## config.mk

```make
export PLATFORM = sky130hd
export DESIGN_NAME = fpe_flash_ctrl
export DESIGN_NICKNAME = d
export VERILOG_FILES = /design/src/design/fpe_fifo.v /design/src/design/fpe_flash_ctrl.v
export VERILOG_INCLUDE_DIRS = /design/src /design/src/design
export SDC_FILE = /design/constraint.sdc
export NUM_CORES = 1
export LEC_CHECK = 0
export ABC_AREA = 0
export BUFFER_PORTS_ARGS = -buffer_cell sky130_fd_sc_hd__clkbuf_2
export CAP_MARGIN = 20
export CORE_MARGIN = 8
export CORE_UTILIZATION = 45
export CTS_BUF_LIST = sky130_fd_sc_hd__clkbuf_4 sky130_fd_sc_hd__clkbuf_8 sky130_fd_sc_hd__clkbuf_16
export CTS_CLUSTER_SIZE = 28
export DETAILED_ROUTE_END_ITERATION = 7
export PLACE_DENSITY = 0.66
export SKIP_LAST_GASP = 1
export SYNTH_ARGS = -nofsm -noshare
export SYNTH_HDL_FRONTEND = slang
export SYNTH_HIERARCHICAL = 1
export SYNTH_SLANG_ARGS = --single-unit
```

## constraint.sdc

```tcl
create_clock -name hclk -period 5.6 [get_ports hclk]
set_clock_uncertainty 0.15 [all_clocks]
set_input_delay 0.56 -clock hclk [delete_from_list [all_inputs] [get_ports hclk]]
set_output_delay 0.56 -clock hclk [all_outputs]
set_load 0.02 [all_outputs]
```

## src/design/fpe_defs.vh

```
`ifndef FPE_DEFS_VH
`define FPE_DEFS_VH
// ----------------------------------------
// register byte addresses
// ----------------------------------------
`define FPE_ADDR_CTRL 8'h00
`define FPE_ADDR_KEY 8'h04
`define FPE_ADDR_TGT_LOW 8'h08
`define FPE_ADDR_TGT_UPPER 8'h0C
`define FPE_ADDR_SRC_LOW 8'h10
`define FPE_ADDR_SRC_HIGH 8'h14
`define FPE_ADDR_FIFO_FILL 8'h18
// ----------------------------------------
// control field positions
// ----------------------------------------
`define FPE_BIT_START 15
`define FPE_BIT_ENABLE 14
`define FPE_BIT_SEQERR 13
`define FPE_BIT_SIDL 12
`define FPE_BIT_FORMAT 9
`define FPE_BIT_UNDERRUN 8
`define FPE_CTRL_WMASK 16'h520F
`define FPE_CTRL_RESET 16'h0000
// ----------------------------------------
// unlock keys and operation codes
// ----------------------------------------
`define FPE_KEY_FIRST 8'h55
`define FPE_KEY_SECOND 8'hAA
`define FPE_OP_DWORD 4'h1
`define FPE_OP_ROW 4'h2
`define FPE_OP_PAGE 4'h3
// ----------------------------------------
// geometry and timing
// ----------------------------------------
`define FPE_ROW_WORDS 7'd64
`define FPE_ROW_BYTES 24'd192
`define FPE_PAGE_BYTES 24'd1536
`define FPE_FIFO_DEPTH 8
`define FPE_FIFO_AW 3
`define FPE_FETCH_TIMEOUT 8'hFF
`endif

```

## src/design/fpe_fifo.v

```verilog
// ----------------------------------------
// word fifo, flip-flop storage
// ----------------------------------------
module fpe_fifo #(
    parameter WIDTH = 24,
    parameter DEPTH = 8,
    parameter AW = 3
) (
    // clock and reset
    input wire hclk,
    input wire hresetn,
    input wire flush,
    // fill side
    input wire in_valid,
    output wire in_ready,
    input wire [WIDTH-1:0] in_data,
    // drain side
    output wire out_valid,
    input wire out_ready,
    output wire [WIDTH-1:0] out_data,
    output wire [AW:0] fill_level
);
    reg [WIDTH-1:0] mem_reg [0:DEPTH-1];
    reg [AW-1:0] wptr_reg;
    reg [AW-1:0] rptr_reg;
    reg [AW:0] count_reg;
    wire push;
    wire pop;

    assign in_ready = (count_reg != DEPTH);
    assign out_valid = (count_reg != 0);
    assign out_data = mem_reg[rptr_reg];
    assign fill_level = count_reg;
    assign push = in_valid && in_ready;
    assign pop = out_valid && out_ready;

    always @(posedge hclk) begin
        if (push) begin
            mem_reg[wptr_reg] <= in_data;
        end
    end

    always @(posedge hclk or negedge hresetn) begin
        if (!hresetn) begin
            wptr_reg <= {AW{1'b0}};
            rptr_reg <= {AW{1'b0}};
            count_reg <= {(AW+1){1'b0}};
        end else if (flush) begin
            wptr_reg <= {AW{1'b0}};
            rptr_reg <= {AW{1'b0}};
            count_reg <= {(AW+1){1'b0}};
        end else begin
            if (push) begin
                wptr_reg <= wptr_reg + 1'b1;
            end
            if (pop) begin
                rptr_reg <= rptr_reg + 1'b1;
            end
            if (push && !pop) begin
                count_reg <= count_reg + 1'b1;
            end else if (pop && !push) begin
                count_reg <= count_reg - 1'b1;
            end
        end
    end
endmodule

```

## src/design/fpe_flash_ctrl.v

```verilog
// Notes on behaviour
// - seven registers: control, write-only key, two target, two source address and read-only fifo fill.
// - control selects erase or program operation and holds the start trigger.
// - key is write-only; 0x55 then 0xAA consecutively unlocks one operation.
// - target registers join into a 24-bit address of word or page.
// - upper register gives address bits 23..16, lower gives bits 15..0.
// - the source low register holds the 16-bit RAM address of the data to program; source high is stored but not used.
// - a row underrun ends row programming and leaves the sequence error set.
// - double-word program writes two adjacent words on a 4-address (two-word) boundary.
// - erase a 1536-byte page; program a 192-byte row or two words.
// - the processor is stalled while an operation is in progress.
// - row programming fetches source data from RAM at the source address.
`include "fpe_defs.vh"
module fpe_flash_ctrl (
    // clock and reset
    input wire hclk,
    input wire hresetn,
    // ahb-lite slave
    input wire hsel,
    input wire [7:0] haddr,
    input wire [1:0] htrans,
    input wire hwrite,
    input wire [2:0] hsize,
    input wire [31:0] hwdata,
    input wire hready,
    output wire hreadyout,
    output wire hresp,
    output reg [31:0] hrdata,
    // processor stall
    output wire cpu_stall,
    // ram fetch master
    output reg ram_req,
    output reg [15:0] ram_addr,
    input wire ram_ack,
    input wire [23:0] ram_rdata,
    // flash array
    output reg flash_erase,
    output reg flash_prog,
    output reg [23:0] flash_addr,
    output reg [23:0] flash_wdata,
    output wire flash_compressed,
    output wire flash_standby_in_idle,
    input wire flash_busy
);
    // ----------------------------------------
    // state codes
    // ----------------------------------------
    localparam ST_IDLE = 3'd0;
    localparam ST_ERASE = 3'd1;
    localparam ST_DWORD = 3'd2;
    localparam ST_ROW = 3'd3;
    localparam ST_WAIT = 3'd4;

    reg [15:0] ctrl_reg;
    reg [15:0] tgt_low_reg;
    reg [7:0] tgt_upper_reg;
    reg [15:0] src_low_reg;
    reg [15:0] src_high_reg;
    reg [1:0] key_state_reg;
    reg [2:0] state_reg;
    reg [6:0] word_cnt_reg;
    reg [7:0] starve_reg;
    reg [1:0] dword_cnt_reg;
    reg wr_pend_reg;
    reg [7:0] addr_q_reg;
    reg busy_seen_reg;
    wire [23:0] eff_addr;
    wire fifo_in_ready;
    wire fifo_out_valid;
    wire [23:0] fifo_out_data;
    wire [3:0] fifo_fill;
    wire fifo_pop;
    wire fifo_flush;
    wire valid_op;
    wire [15:0] wr16;
    wire op_done;

    // ----------------------------------------
    // helpers
    // ----------------------------------------
    function is_known_op;
        input [3:0] op;
        begin
            is_known_op = (op == `FPE_OP_DWORD) || (op == `FPE_OP_ROW) ||
                (op == `FPE_OP_PAGE);
        end
    endfunction

    function [23:0] align_down;
        input [23:0] a;
        input [23:0] size;
        begin
            align_down = a - (a % size);
        end
    endfunction

    assign eff_addr = {tgt_upper_reg, tgt_low_reg};
    assign wr16 = hwdata[15:0];
    assign valid_op = is_known_op(ctrl_reg[3:0]);
    assign flash_compressed = ctrl_reg[`FPE_BIT_FORMAT];
    assign flash_standby_in_idle = ctrl_reg[`FPE_BIT_SIDL];

    // ----------------------------------------
    // bus slave: zero wait states for registers, except writes while busy
    // ----------------------------------------
    // writes to any register stall while busy so software cannot retarget a running operation
    assign cpu_stall = (state_reg != ST_IDLE);
    assign hreadyout = !(wr_pend_reg && cpu_stall);
    assign hresp = 1'b0;

    always @(posedge hclk or negedge hresetn) begin
        if (!hresetn) begin
            wr_pend_reg <= 1'b0;
            addr_q_reg <= 8'h00;
        end else if (hready) begin
            wr_pend_reg <= hsel && htrans[1] && hwrite;
            addr_q_reg <= haddr;
        end
    end

    wire wr_now = wr_pend_reg && !cpu_stall;
    wire start_req = wr_now && (addr_q_reg == `FPE_ADDR_CTRL) && wr16[`FPE_BIT_START];
    wire start_ok = start_req && ctrl_reg[`FPE_BIT_ENABLE] && (key_state_reg == 2'd2);

    always @(posedge hclk or negedge hresetn) begin
        if (!hresetn) begin
            hrdata <= 32'h00000000;
        end else if (hready && hsel && htrans[1] && !hwrite) begin
            if (haddr == `FPE_ADDR_CTRL) begin
                hrdata <= {16'h0000, ctrl_reg};
            end else if (haddr == `FPE_ADDR_TGT_LOW) begin
                hrdata <= {16'h0000, tgt_low_reg};
            end else if (haddr == `FPE_ADDR_TGT_UPPER) begin
                hrdata <= {24'h000000, tgt_upper_reg};
            end else if (haddr == `FPE_ADDR_SRC_LOW) begin
                hrdata <= {16'h0000, src_low_reg};
            end else if (haddr == `FPE_ADDR_SRC_HIGH) begin
                hrdata <= {16'h0000, src_high_reg};
            end else if (haddr == `FPE_ADDR_FIFO_FILL) begin
                hrdata <= {28'h0000000, fifo_fill};
            end else begin
                // key register is write-only and reads zero
                hrdata <= 32'h00000000;
            end
        end
    end

    // ----------------------------------------
    // registers and unlock sequence
    // ----------------------------------------
    always @(posedge hclk or negedge hresetn) begin
        if (!hresetn) begin
            tgt_low_reg <= 16'h0000;
            tgt_upper_reg <= 8'h00;
            src_low_reg <= 16'h0000;
            src_high_reg <= 16'h0000;
            key_state_reg <= 2'd0;
        end else if (wr_now) begin
            if (addr_q_reg == `FPE_ADDR_KEY) begin
                // any other write breaks the pair, so the two must be consecutive
                if (hwdata[7:0] == `FPE_KEY_FIRST) begin
                    key_state_reg <= 2'd1;
                end else if (hwdata[7:0] == `FPE_KEY_SECOND && key_state_reg == 2'd1) begin
                    key_state_reg <= 2'd2;
                end else begin
                    key_state_reg <= 2'd0;
                end
            end else if (addr_q_reg == `FPE_ADDR_CTRL) begin
                key_state_reg <= 2'd0;
            end else begin
                key_state_reg <= 2'd0;
                if (addr_q_reg == `FPE_ADDR_TGT_LOW) begin
                    tgt_low_reg <= wr16;
                end else if (addr_q_reg == `FPE_ADDR_TGT_UPPER) begin
                    tgt_upper_reg <= hwdata[7:0];
                end else if (addr_q_reg == `FPE_ADDR_SRC_LOW) begin
                    src_low_reg <= wr16;
                end else if (addr_q_reg == `FPE_ADDR_SRC_HIGH) begin
                    src_high_reg <= wr16;
                end
            end
        end
    end

    // ----------------------------------------
    // control register
    // ----------------------------------------
    always @(posedge hclk or negedge hresetn) begin
        if (!hresetn) begin
            ctrl_reg <= `FPE_CTRL_RESET;
        end else begin
            if (wr_now && addr_q_reg == `FPE_ADDR_CTRL) begin
                ctrl_reg <= (ctrl_reg & ~`FPE_CTRL_WMASK) | (wr16 & `FPE_CTRL_WMASK);
                if (start_req && !ctrl_reg[`FPE_BIT_ENABLE]) begin
                    ctrl_reg[`FPE_BIT_START] <= 1'b0;
                end else if (start_req && !start_ok) begin
                    ctrl_reg[`FPE_BIT_SEQERR] <= 1'b1;
                end else if (start_ok && valid_op) begin
                    ctrl_reg[`FPE_BIT_START] <= 1'b1;
                    ctrl_reg[`FPE_BIT_SEQERR] <= 1'b1;
                    ctrl_reg[`FPE_BIT_UNDERRUN] <= 1'b0;
                end
            end
            if (op_done) begin
                ctrl_reg[`FPE_BIT_START] <= 1'b0;
                ctrl_reg[`FPE_BIT_SEQERR] <= 1'b0;
            end
            if (state_reg == ST_ROW && starve_reg == `FPE_FETCH_TIMEOUT) begin
                ctrl_reg[`FPE_BIT_START] <= 1'b0;
                ctrl_reg[`FPE_BIT_UNDERRUN] <= 1'b1;
            end
        end
    end

    // ----------------------------------------
    // operation sequencer
    // ----------------------------------------
    // sequence error is held during the run and cleared only on clean finish
    assign op_done = (state_reg == ST_WAIT) && busy_seen_reg && !flash_busy;
    // busy rises a cycle after the pulse, so the pulse itself also blocks the next pop
    assign fifo_pop = (state_reg == ST_ROW || state_reg == ST_DWORD) &&
        fifo_out_valid && !flash_busy && !flash_prog;
    assign fifo_flush = (state_reg == ST_IDLE);

    always @(posedge hclk or negedge hresetn) begin
        if (!hresetn) begin
            state_reg <= ST_IDLE;
            word_cnt_reg <= 7'd0;
            starve_reg <= 8'h00;
            dword_cnt_reg <= 2'd0;
            busy_seen_reg <= 1'b0;
            ram_req <= 1'b0;
            ram_addr <= 16'h0000;
            flash_erase <= 1'b0;
            flash_prog <= 1'b0;
            flash_addr <= 24'h000000;
            flash_wdata <= 24'h000000;
        end else begin
            flash_erase <= 1'b0;
            flash_prog <= 1'b0;
            case (state_reg)
            ST_IDLE: begin
                word_cnt_reg <= 7'd0;
                dword_cnt_reg <= 2'd0;
                starve_reg <= 8'h00;
                busy_seen_reg <= 1'b0;
                ram_addr <= src_low_reg;
                if (start_ok && valid_op && ctrl_reg[`FPE_BIT_ENABLE]) begin
                    if (ctrl_reg[3:0] == `FPE_OP_PAGE) begin
                        state_reg <= ST_ERASE;
                        flash_addr <= align_down(eff_addr, `FPE_PAGE_BYTES);
                    end else if (ctrl_reg[3:0] == `FPE_OP_ROW) begin
                        state_reg <= ST_ROW;
                        flash_addr <= align_down(eff_addr, `FPE_ROW_BYTES);
                    end else begin
                        state_reg <= ST_DWORD;
                        flash_addr <= {eff_addr[23:2], 2'b00};
                    end
                end
            end
            ST_ERASE: begin
                flash_erase <= 1'b1;
                state_reg <= ST_WAIT;
            end
            ST_DWORD, ST_ROW: begin
                // two words or a row of 64, both fetched from ram through the fifo
                ram_req <= fifo_in_ready && !(ram_req && ram_ack);
                if (ram_req && ram_ack) begin
                    ram_addr <= ram_addr + 16'h0002;
                end
                if (fifo_pop) begin
                    starve_reg <= 8'h00;
                    flash_prog <= 1'b1;
                    flash_wdata <= fifo_out_data;
                    if (word_cnt_reg != 7'd0) begin
                        flash_addr <= flash_addr + 24'h000002;
                    end
                    word_cnt_reg <= word_cnt_reg + 7'd1;
                    if ((state_reg == ST_DWORD && word_cnt_reg == 7'd1) ||
                        word_cnt_reg == `FPE_ROW_WORDS - 7'd1) begin
                        state_reg <= ST_WAIT;
                        ram_req <= 1'b0;
                    end
                end else if (state_reg == ST_ROW) begin
                    if (starve_reg == `FPE_FETCH_TIMEOUT) begin
                        state_reg <= ST_IDLE;
                        ram_req <= 1'b0;
                    end else begin
                        starve_reg <= starve_reg + 8'h01;
                    end
                end
            end
            ST_WAIT: begin
                ram_req <= 1'b0;
                if (flash_busy) begin
                    busy_seen_reg <= 1'b1;
                end
                if (op_done) begin
                    state_reg <= ST_IDLE;
                end
            end
            default: begin
                state_reg <= ST_IDLE;
            end
            endcase
        end
    end

    // ----------------------------------------
    // source word buffer
    // ----------------------------------------
    fpe_fifo #(
        .WIDTH(24),
        .DEPTH(`FPE_FIFO_DEPTH),
        .AW(`FPE_FIFO_AW)
    ) u_fpe_fifo (
        .hclk(hclk),
        .hresetn(hresetn),
        .flush(fifo_flush),
        .in_valid(ram_req && ram_ack),
        .in_ready(fifo_in_ready),
        .in_data(ram_rdata),
        .out_valid(fifo_out_valid),
        .out_ready(fifo_pop),
        .out_data(fifo_out_data),
        .fill_level(fifo_fill)
    );
endmodule

```

==> out/qor.txt, run 1 <==
outcome = finished, violations left
failing checks = hold timing, setup timing
Syn-to-layout area delta = 20.3%
number of global-route vias before repair = 14.7k
total power draw = 6860 uW
Die Area = 0.0509 mm^2
ys flop type = edfxtp_1
Worst setup SP type = flop
total number of yosys warnings = 6
worst vdd ir = 0.000266 V
Worst-Margin Slew = 1.03 ns
fin area = 0.0238 mm^2
compound-gate portion of the synthesized area = 13.3%
max-cap violations = 0
Gate power share = 12.1%
routed wire length = 54.4 mm
Post-Synth Adder-Cell Area = 3.46%
Root Driver = clkbuf_16
final hold vios = 16
Non-Filler Instances = 2,577
CP Capture Type = flop
max reg flops = 192
CP peak stage delay = 0.50 ns
R2R Path Start = tgt_upper_reg[7]
post-synthesis xor/xnor area fraction = 1.77%
Initial Util = 45.8%
Reg-to-Reg End = flash_addr[14]
Worst-path clk slew = 0.06 ns
Placer Congestion = 0.902
CTS buffer count = 42
register area = 0.0105 mm^2
GRT Total Usage = 20.9%
#FFs+latches synth = 380
clock buffer depth = 3
Synth Area in Simple Gates = 12.9%
Post-synth top cells = 200 x nand2_1, 192 x edfxtp_1, 188 x dfrtp_1, 106 x a21oi_1, 104 x nor2_1
DIE WIDTH = 226 um
critical path class = flop to flop
Area contributors post-synth = edfxtp_1 29%, dfrtp_1 24%, mux4_2 5.5%
CP required = 5.89 ns
critical path peak fanout = 6
I/O Pins = 180
minimum clock period = 6.11 ns
clock latency on the worst-skew pair = 0.61 ns
share of cells above drive strength 1 = 28.9%
DRC = 0
Synth top area share = 29.2%
setup slack, reg-to-reg = -0.51 ns
DR WL/cell = 21.1 um
part of the power in registers = 44.0%
largest net degree at the start of global routing = 114
total global routing overflow = 0
ys async rst share = 49.5%
Final Net Count = 2,087
Internal = 5150 uW
Max Freq = 164 MHz
initial antenna violation count = 1
Final Setup Violations = 14
Avg Inst Size Synth = 11.5 um^2
Fillers = 3,713
Vias = 14.9k
Yosys cell types = 94
mux contribution to synthesized area = 11.9%
row cnt = 76
htree depth = 2
leading area contributor after synthesis = edfxtp_1
DR vias/cell = 5.76
HP Class = input pin to async pin
EDFF count, synth = 192
sw frac = 24.9%
DR iter-0 viols = 1,173
P per Cell Area = 289 mW/mm^2
LEAKAGE = 0.00965 uW
Mapped Area = 0.0198 mm^2
dpl cell area = 0.0217 mm^2
Clk pwr share = 44.0%
CTS tree = built
FF-to-FF path depth = 30
die span in y = 226 um
first-pass GRT wire length = 83.6 mm
placed insts = 2,480
RSZ-0062 raised after global routing = true
Synth Instances = 1,716
Detail Placement HPWL = 37.2 mm
worst setup margin = -0.513 ns
critical path data arrival time = 6.41 ns
sequential area share after synthesis = 53.0%
# clock sinks = 380
Slew Viols, Final = 0
count leader, synth = nand2_1
antenna-violating nets left = 0
P_sw = 1710 uW
Max transition margin = 31.6%
port buffer count = 141
combinational family with the most area after synthesis = compound AO/OA/AOI/OAI gates
multi-input logic area = 0.00921 mm^2
crit share post-route = 109%
Crit-path slowest cell = or4_4
CTS Hold Bufs = 0
core area = 0.0432 mm^2
Initial DRT Pass Iterations = 7
final hold slack = -0.0421 ns
[worst max-delay path, delay by kind of cell, from the launching register on]
family	cells	cell delay, ns
xor gates and xnor gates	1	0.17
adders and majority gates	1	0.31
buffers and inverters	6	0.92
DFF	1	0.44
AOI/OAI and AO/OA	15	2.78
and+or+nand+nor	7	1.21
[cell type report]
| class | count | share of cell area, % |
|---|---|---|
| clock buffer | 59 | 5.14 |
| tap | 585 | 3.08 |
| timing repair buffer | 256 | 6.77 |
| clock inverter | 19 | 1.41 |
| sequential | 380 | 44.1 |
| inverter | 46 | 0.727 |
| multi-input combinational | 1231 | 38.8 |
| antenna | 1 | 0.0105 |
[power groups by stage]
stage	Clock [uW]	Sequential (uW)	Combinational [uW]
3_5_place_dp	0	3070	745
3_3_place_gp	0	3070	732
6_report	3020	3020	827
5_1_grt	3170	3020	903
4_1_cts	3070	3020	779
2_1_floorplan	0	3080	452
[layer usage]
metal / GRT usage [%] / part of all wire, %
met1: 26.4 / 41
met2: 35.4 / 49
met3: 3.92 / 6.3
met4: 8.11 / 3.8
met5: 0 / 0
[cell families (layout without fill, tap and decap cells)]
kind of cell,count (synthesis),after routing
and+or+nand+nor,531,531
AOI/OAI and AO/OA,400,401
DFF,380,380
muxes,160,160
buffers and inverters,149,380
adders and majority gates,54,54
xor gates and xnor gates,40,40
other,2,46
[placed cells by master, fill, tap and decap left out, drive strengths merged, types with 9 or more instances in the layout]
cell type	count
o211ai	13
a31oi	16
nor3	46
inv	47
mux2	96
o21ai	99
and3	21
clkinv	11
conb	45
nor4	9
a21oi	106
o22ai	17
xor2	22
a21o	13
nand2	200
nand4	11
nor2	106
dfrtp	188
o31ai	12
nand3	51
xnor2	18
buf	115
mux2i	16
a211oi	10
nor2b	16
o21a	27
clkbuf	200
mux4	48
edfxtp	192
and2	9
ha	53
nand2b	10
or3	11
[what timing repair did]
item	4_1_cts	5_1_grt
pin swaps	29	17
gates cloned	0	1
endpoints found under the setup margin	15	17
setup buffers	9	7
gates resized for setup	35	47
[worst max path at each step]
stage | start | to | slack, ns | cells past startpoint
6_report | tgt_upper_reg[7] | flash_addr[14] | -0.51 | 30
4_1_cts | tgt_upper_reg[7] | flash_addr[21] | -0.49 | 27
5_1_grt | tgt_upper_reg[7] | flash_addr[21] | -0.81 | 30
3_3_place_gp | tgt_upper_reg[7] | flash_addr[22] | -0.56 | 26
2_1_floorplan | tgt_upper_reg[6] | flash_addr[23] | -0.21 | 28
3_5_place_dp | tgt_upper_reg[6] | flash_addr[21] | -0.67 | 26
[through the flow]
step	setup WS [ns]	TNS, ns	util (%)
5_1_grt	-0.812	-9.49	55.0
3_3_place_gp	-0.557	-6.00	50.3
3_5_place_dp	-0.667	-7.58	50.3
6_report	-0.513	-5.63	55.0
4_1_cts	-0.493	-5.42	54.4
2_1_floorplan	-0.206	-1.06	-
(Power assumes the default switching activity.)
==> inputs of run 2 (changes only) <==
--- a/config.mk
+++ b/config.mk
@@ -7,6 +7,7 @@
 export NUM_CORES = 1
 export LEC_CHECK = 0
 export ABC_AREA = 0
+export ABC_CLOCK_PERIOD_IN_PS = 5600
 export BUFFER_PORTS_ARGS = -buffer_cell sky130_fd_sc_hd__clkbuf_2
 export CAP_MARGIN = 20
 export CORE_MARGIN = 8
@@ -14,6 +15,7 @@
 export CTS_BUF_LIST = sky130_fd_sc_hd__clkbuf_4 sky130_fd_sc_hd__clkbuf_8 sky130_fd_sc_hd__clkbuf_16
 export CTS_CLUSTER_SIZE = 28
 export DETAILED_ROUTE_END_ITERATION = 7
+export HOLD_SLACK_MARGIN = 0.15
 export PLACE_DENSITY = 0.66
 export SKIP_LAST_GASP = 1
 export SYNTH_ARGS = -nofsm -noshare
==> run 2 against run 1 <==
  * The flow finishes with violations (setup timing)
  * Final area up 1.7%
  * Count of clock-buffer cells in the layout did not move
  * Sequential power barely moved
  * Maximum frequency is essentially flat
  * Hold slack improved by 0.25 ns
  * Routed wire length grew 0.87%
  * Setup slack barely moved
  * Largest cell class unchanged
==> out/qor.txt, run 2 (same netlist as run 1, synthesis figures left out) <==
number of global-route vias before repair = 15.0k
Crit. Startpoint = tgt_upper_reg[7]
Final Net Count = 2,127
multi-input logic area = 0.00921 mm^2
crit share post-route = 109%
port buffer count = 141
RSZ-0062 raised after global routing = true
commonest non-fill, non-tap cell in the layout = nand2_1
Max transition margin = 32.0%
Worst-path clk slew = 0.06 ns
max-cap violations = 0
first-pass GRT wire length = 84.4 mm
outcome = finished, violations left
HP Class = input pin to flop
fin area = 0.0242 mm^2
CP required = 5.89 ns
largest net degree at the start of global routing = 114
critical path data arrival time = 6.41 ns
htree depth = 2
R2R Path Start = tgt_upper_reg[7]
clock latency on the worst-skew pair = 0.61 ns
clock buffer depth = 3
CTS buffer count = 42
max reg flops = 192
share of cells above drive strength 1 = 28.4%
Root Driver = clkbuf_16
HP Start = hwdata[7]
Syn-to-layout area delta = 22.4%
Worst-Margin Slew = 1.02 ns
FF-to-FF path depth = 30
DR vias/cell = 5.76
register area = 0.0105 mm^2
WHS Path Cells = 2
# clock sinks = 380
Fillers = 3,661
minimum clock period = 6.11 ns
DIE WIDTH = 226 um
Placer Congestion = 0.902
LEAKAGE = 0.00982 uW
Detail Placement HPWL = 37.2 mm
initial antenna violation count = 4
GRT busiest layer = met2
worst setup margin = -0.512 ns
met1 usage = 26.4%
Crit-path slowest cell = or4_4
Max Freq = 164 MHz
met2 Use GR = 36.0%
failing checks = setup timing
critical path peak fanout = 6
CTS tree = built
dpl cell area = 0.0217 mm^2
final hold slack = 0.207 ns
I/O Pins = 180
core area = 0.0432 mm^2
die span in y = 226 um
worst vdd ir = 0.000271 V
total global routing overflow = 0
Final Setup Violations = 14
CP Capture Type = flop
DRC = 0
critical path class = flop to flop
Initial DRT Pass Iterations = 5
row cnt = 76
routing usage on met3 = 3.80%
DR iter-0 viols = 1,181
routed wire length = 54.9 mm
Vias = 15.1k
GRT Total Usage = 21.1%
Slew Viols, Final = 0
antenna-violating nets left = 0
P per Cell Area = 285 mW/mm^2
final hold vios = 0
Initial Util = 45.8%
most frequent cells in the layout = 200 x nand2_1, 192 x edfxtp_1, 181 x dfrtp_1
CP peak stage delay = 0.50 ns
Worst setup SP type = flop
DR WL/cell = 20.9 um
Die Area = 0.0509 mm^2
==> run 2: changes by cell type in the layout (fill, tap and decap cells not counted), sizes merged <==
cell / before / now
dlygate4sd3: 0 / 40
diode: 1 / 4
==> run 2: worst paths after layout <==
path | slack, ns | end
worst max-delay path | -0.51 | flash_addr[14]
worst min-delay path | 0.21 | src_low_reg[7]
worst max register to register | -0.51 | flash_addr[14]
worst min register to register | 0.32 | flash_wdata[22]
max in group asynchronous | 3.43 | addr_q_reg[4]
min in group asynchronous | 0.52 | tgt_low_reg[12]
==> run 2: cell type report <==
type                            instances  share of cell area (%)
Timing Repair Buffer                  296                    8.31
Sequential cell                       380                    43.4
Clock inverter                         19                    1.38
Multi-Input combinational cell       1231                    38.1
Antenna cell                            4                  0.0414
Clock buffer                           59                    5.06
Tap cell                              585                    3.03
Inverter                               46                   0.714
==> run 2: where the power goes <==
group / internal (uW) / leakage [uW] / switching (uW)
Clock: 1830 / 0.000770 / 1190
Combinational: 365 / 0.00482 / 486
Sequential: 2980 / 0.00423 / 42.7
Total: 5170 / 0.00982 / 1710
==> run 2: worst max-delay path: cells and delay by family (launching register included) <==
family          cells  cell delay [ns]
buf+inv             6             0.92
fa+ha+maj           1             0.30
flops               1             0.44
xor+xnor            1             0.18
compound gates     15             2.80
simple gates        7             1.21
==> run 2: per-layer routing <==
layer  routed length, um  vias up
met5                   0        -
met4                2050        0
met3                3340       93
met2               27200      473
met1               22300     7570
li1                    -     6968
==> run 2: stage by stage <==
| stage | util [%] | power [uW] | std cells | setup TNS [ns] | setup WS [ns] |
|---|---|---|---|---|---|
| floorplan | - | 3530 | 1759 | -1.06 | -0.206 |
| global placement | 50.3 | 3800 | 2480 | -6.00 | -0.557 |
| detailed placement | 50.3 | 3820 | 2480 | -7.58 | -0.667 |
| CTS | 55.3 | 6890 | 2607 | -5.42 | -0.493 |
| global route | 56.0 | 7120 | 2619 | -9.49 | -0.812 |
| finish | 56.0 | 6890 | 2620 | -5.62 | -0.512 |
==> run 2: what timing repair did <==
item / 4_1_cts / 5_1_grt
gates resized for setup: 35 / 47
hold endpoints to repair: 328 / 0
pin swaps: 29 / 17
gates cloned: 0 / 1
hold buffers: 40 / 0
setup endpoints to repair: 15 / 17
setup buffers: 9 / 7
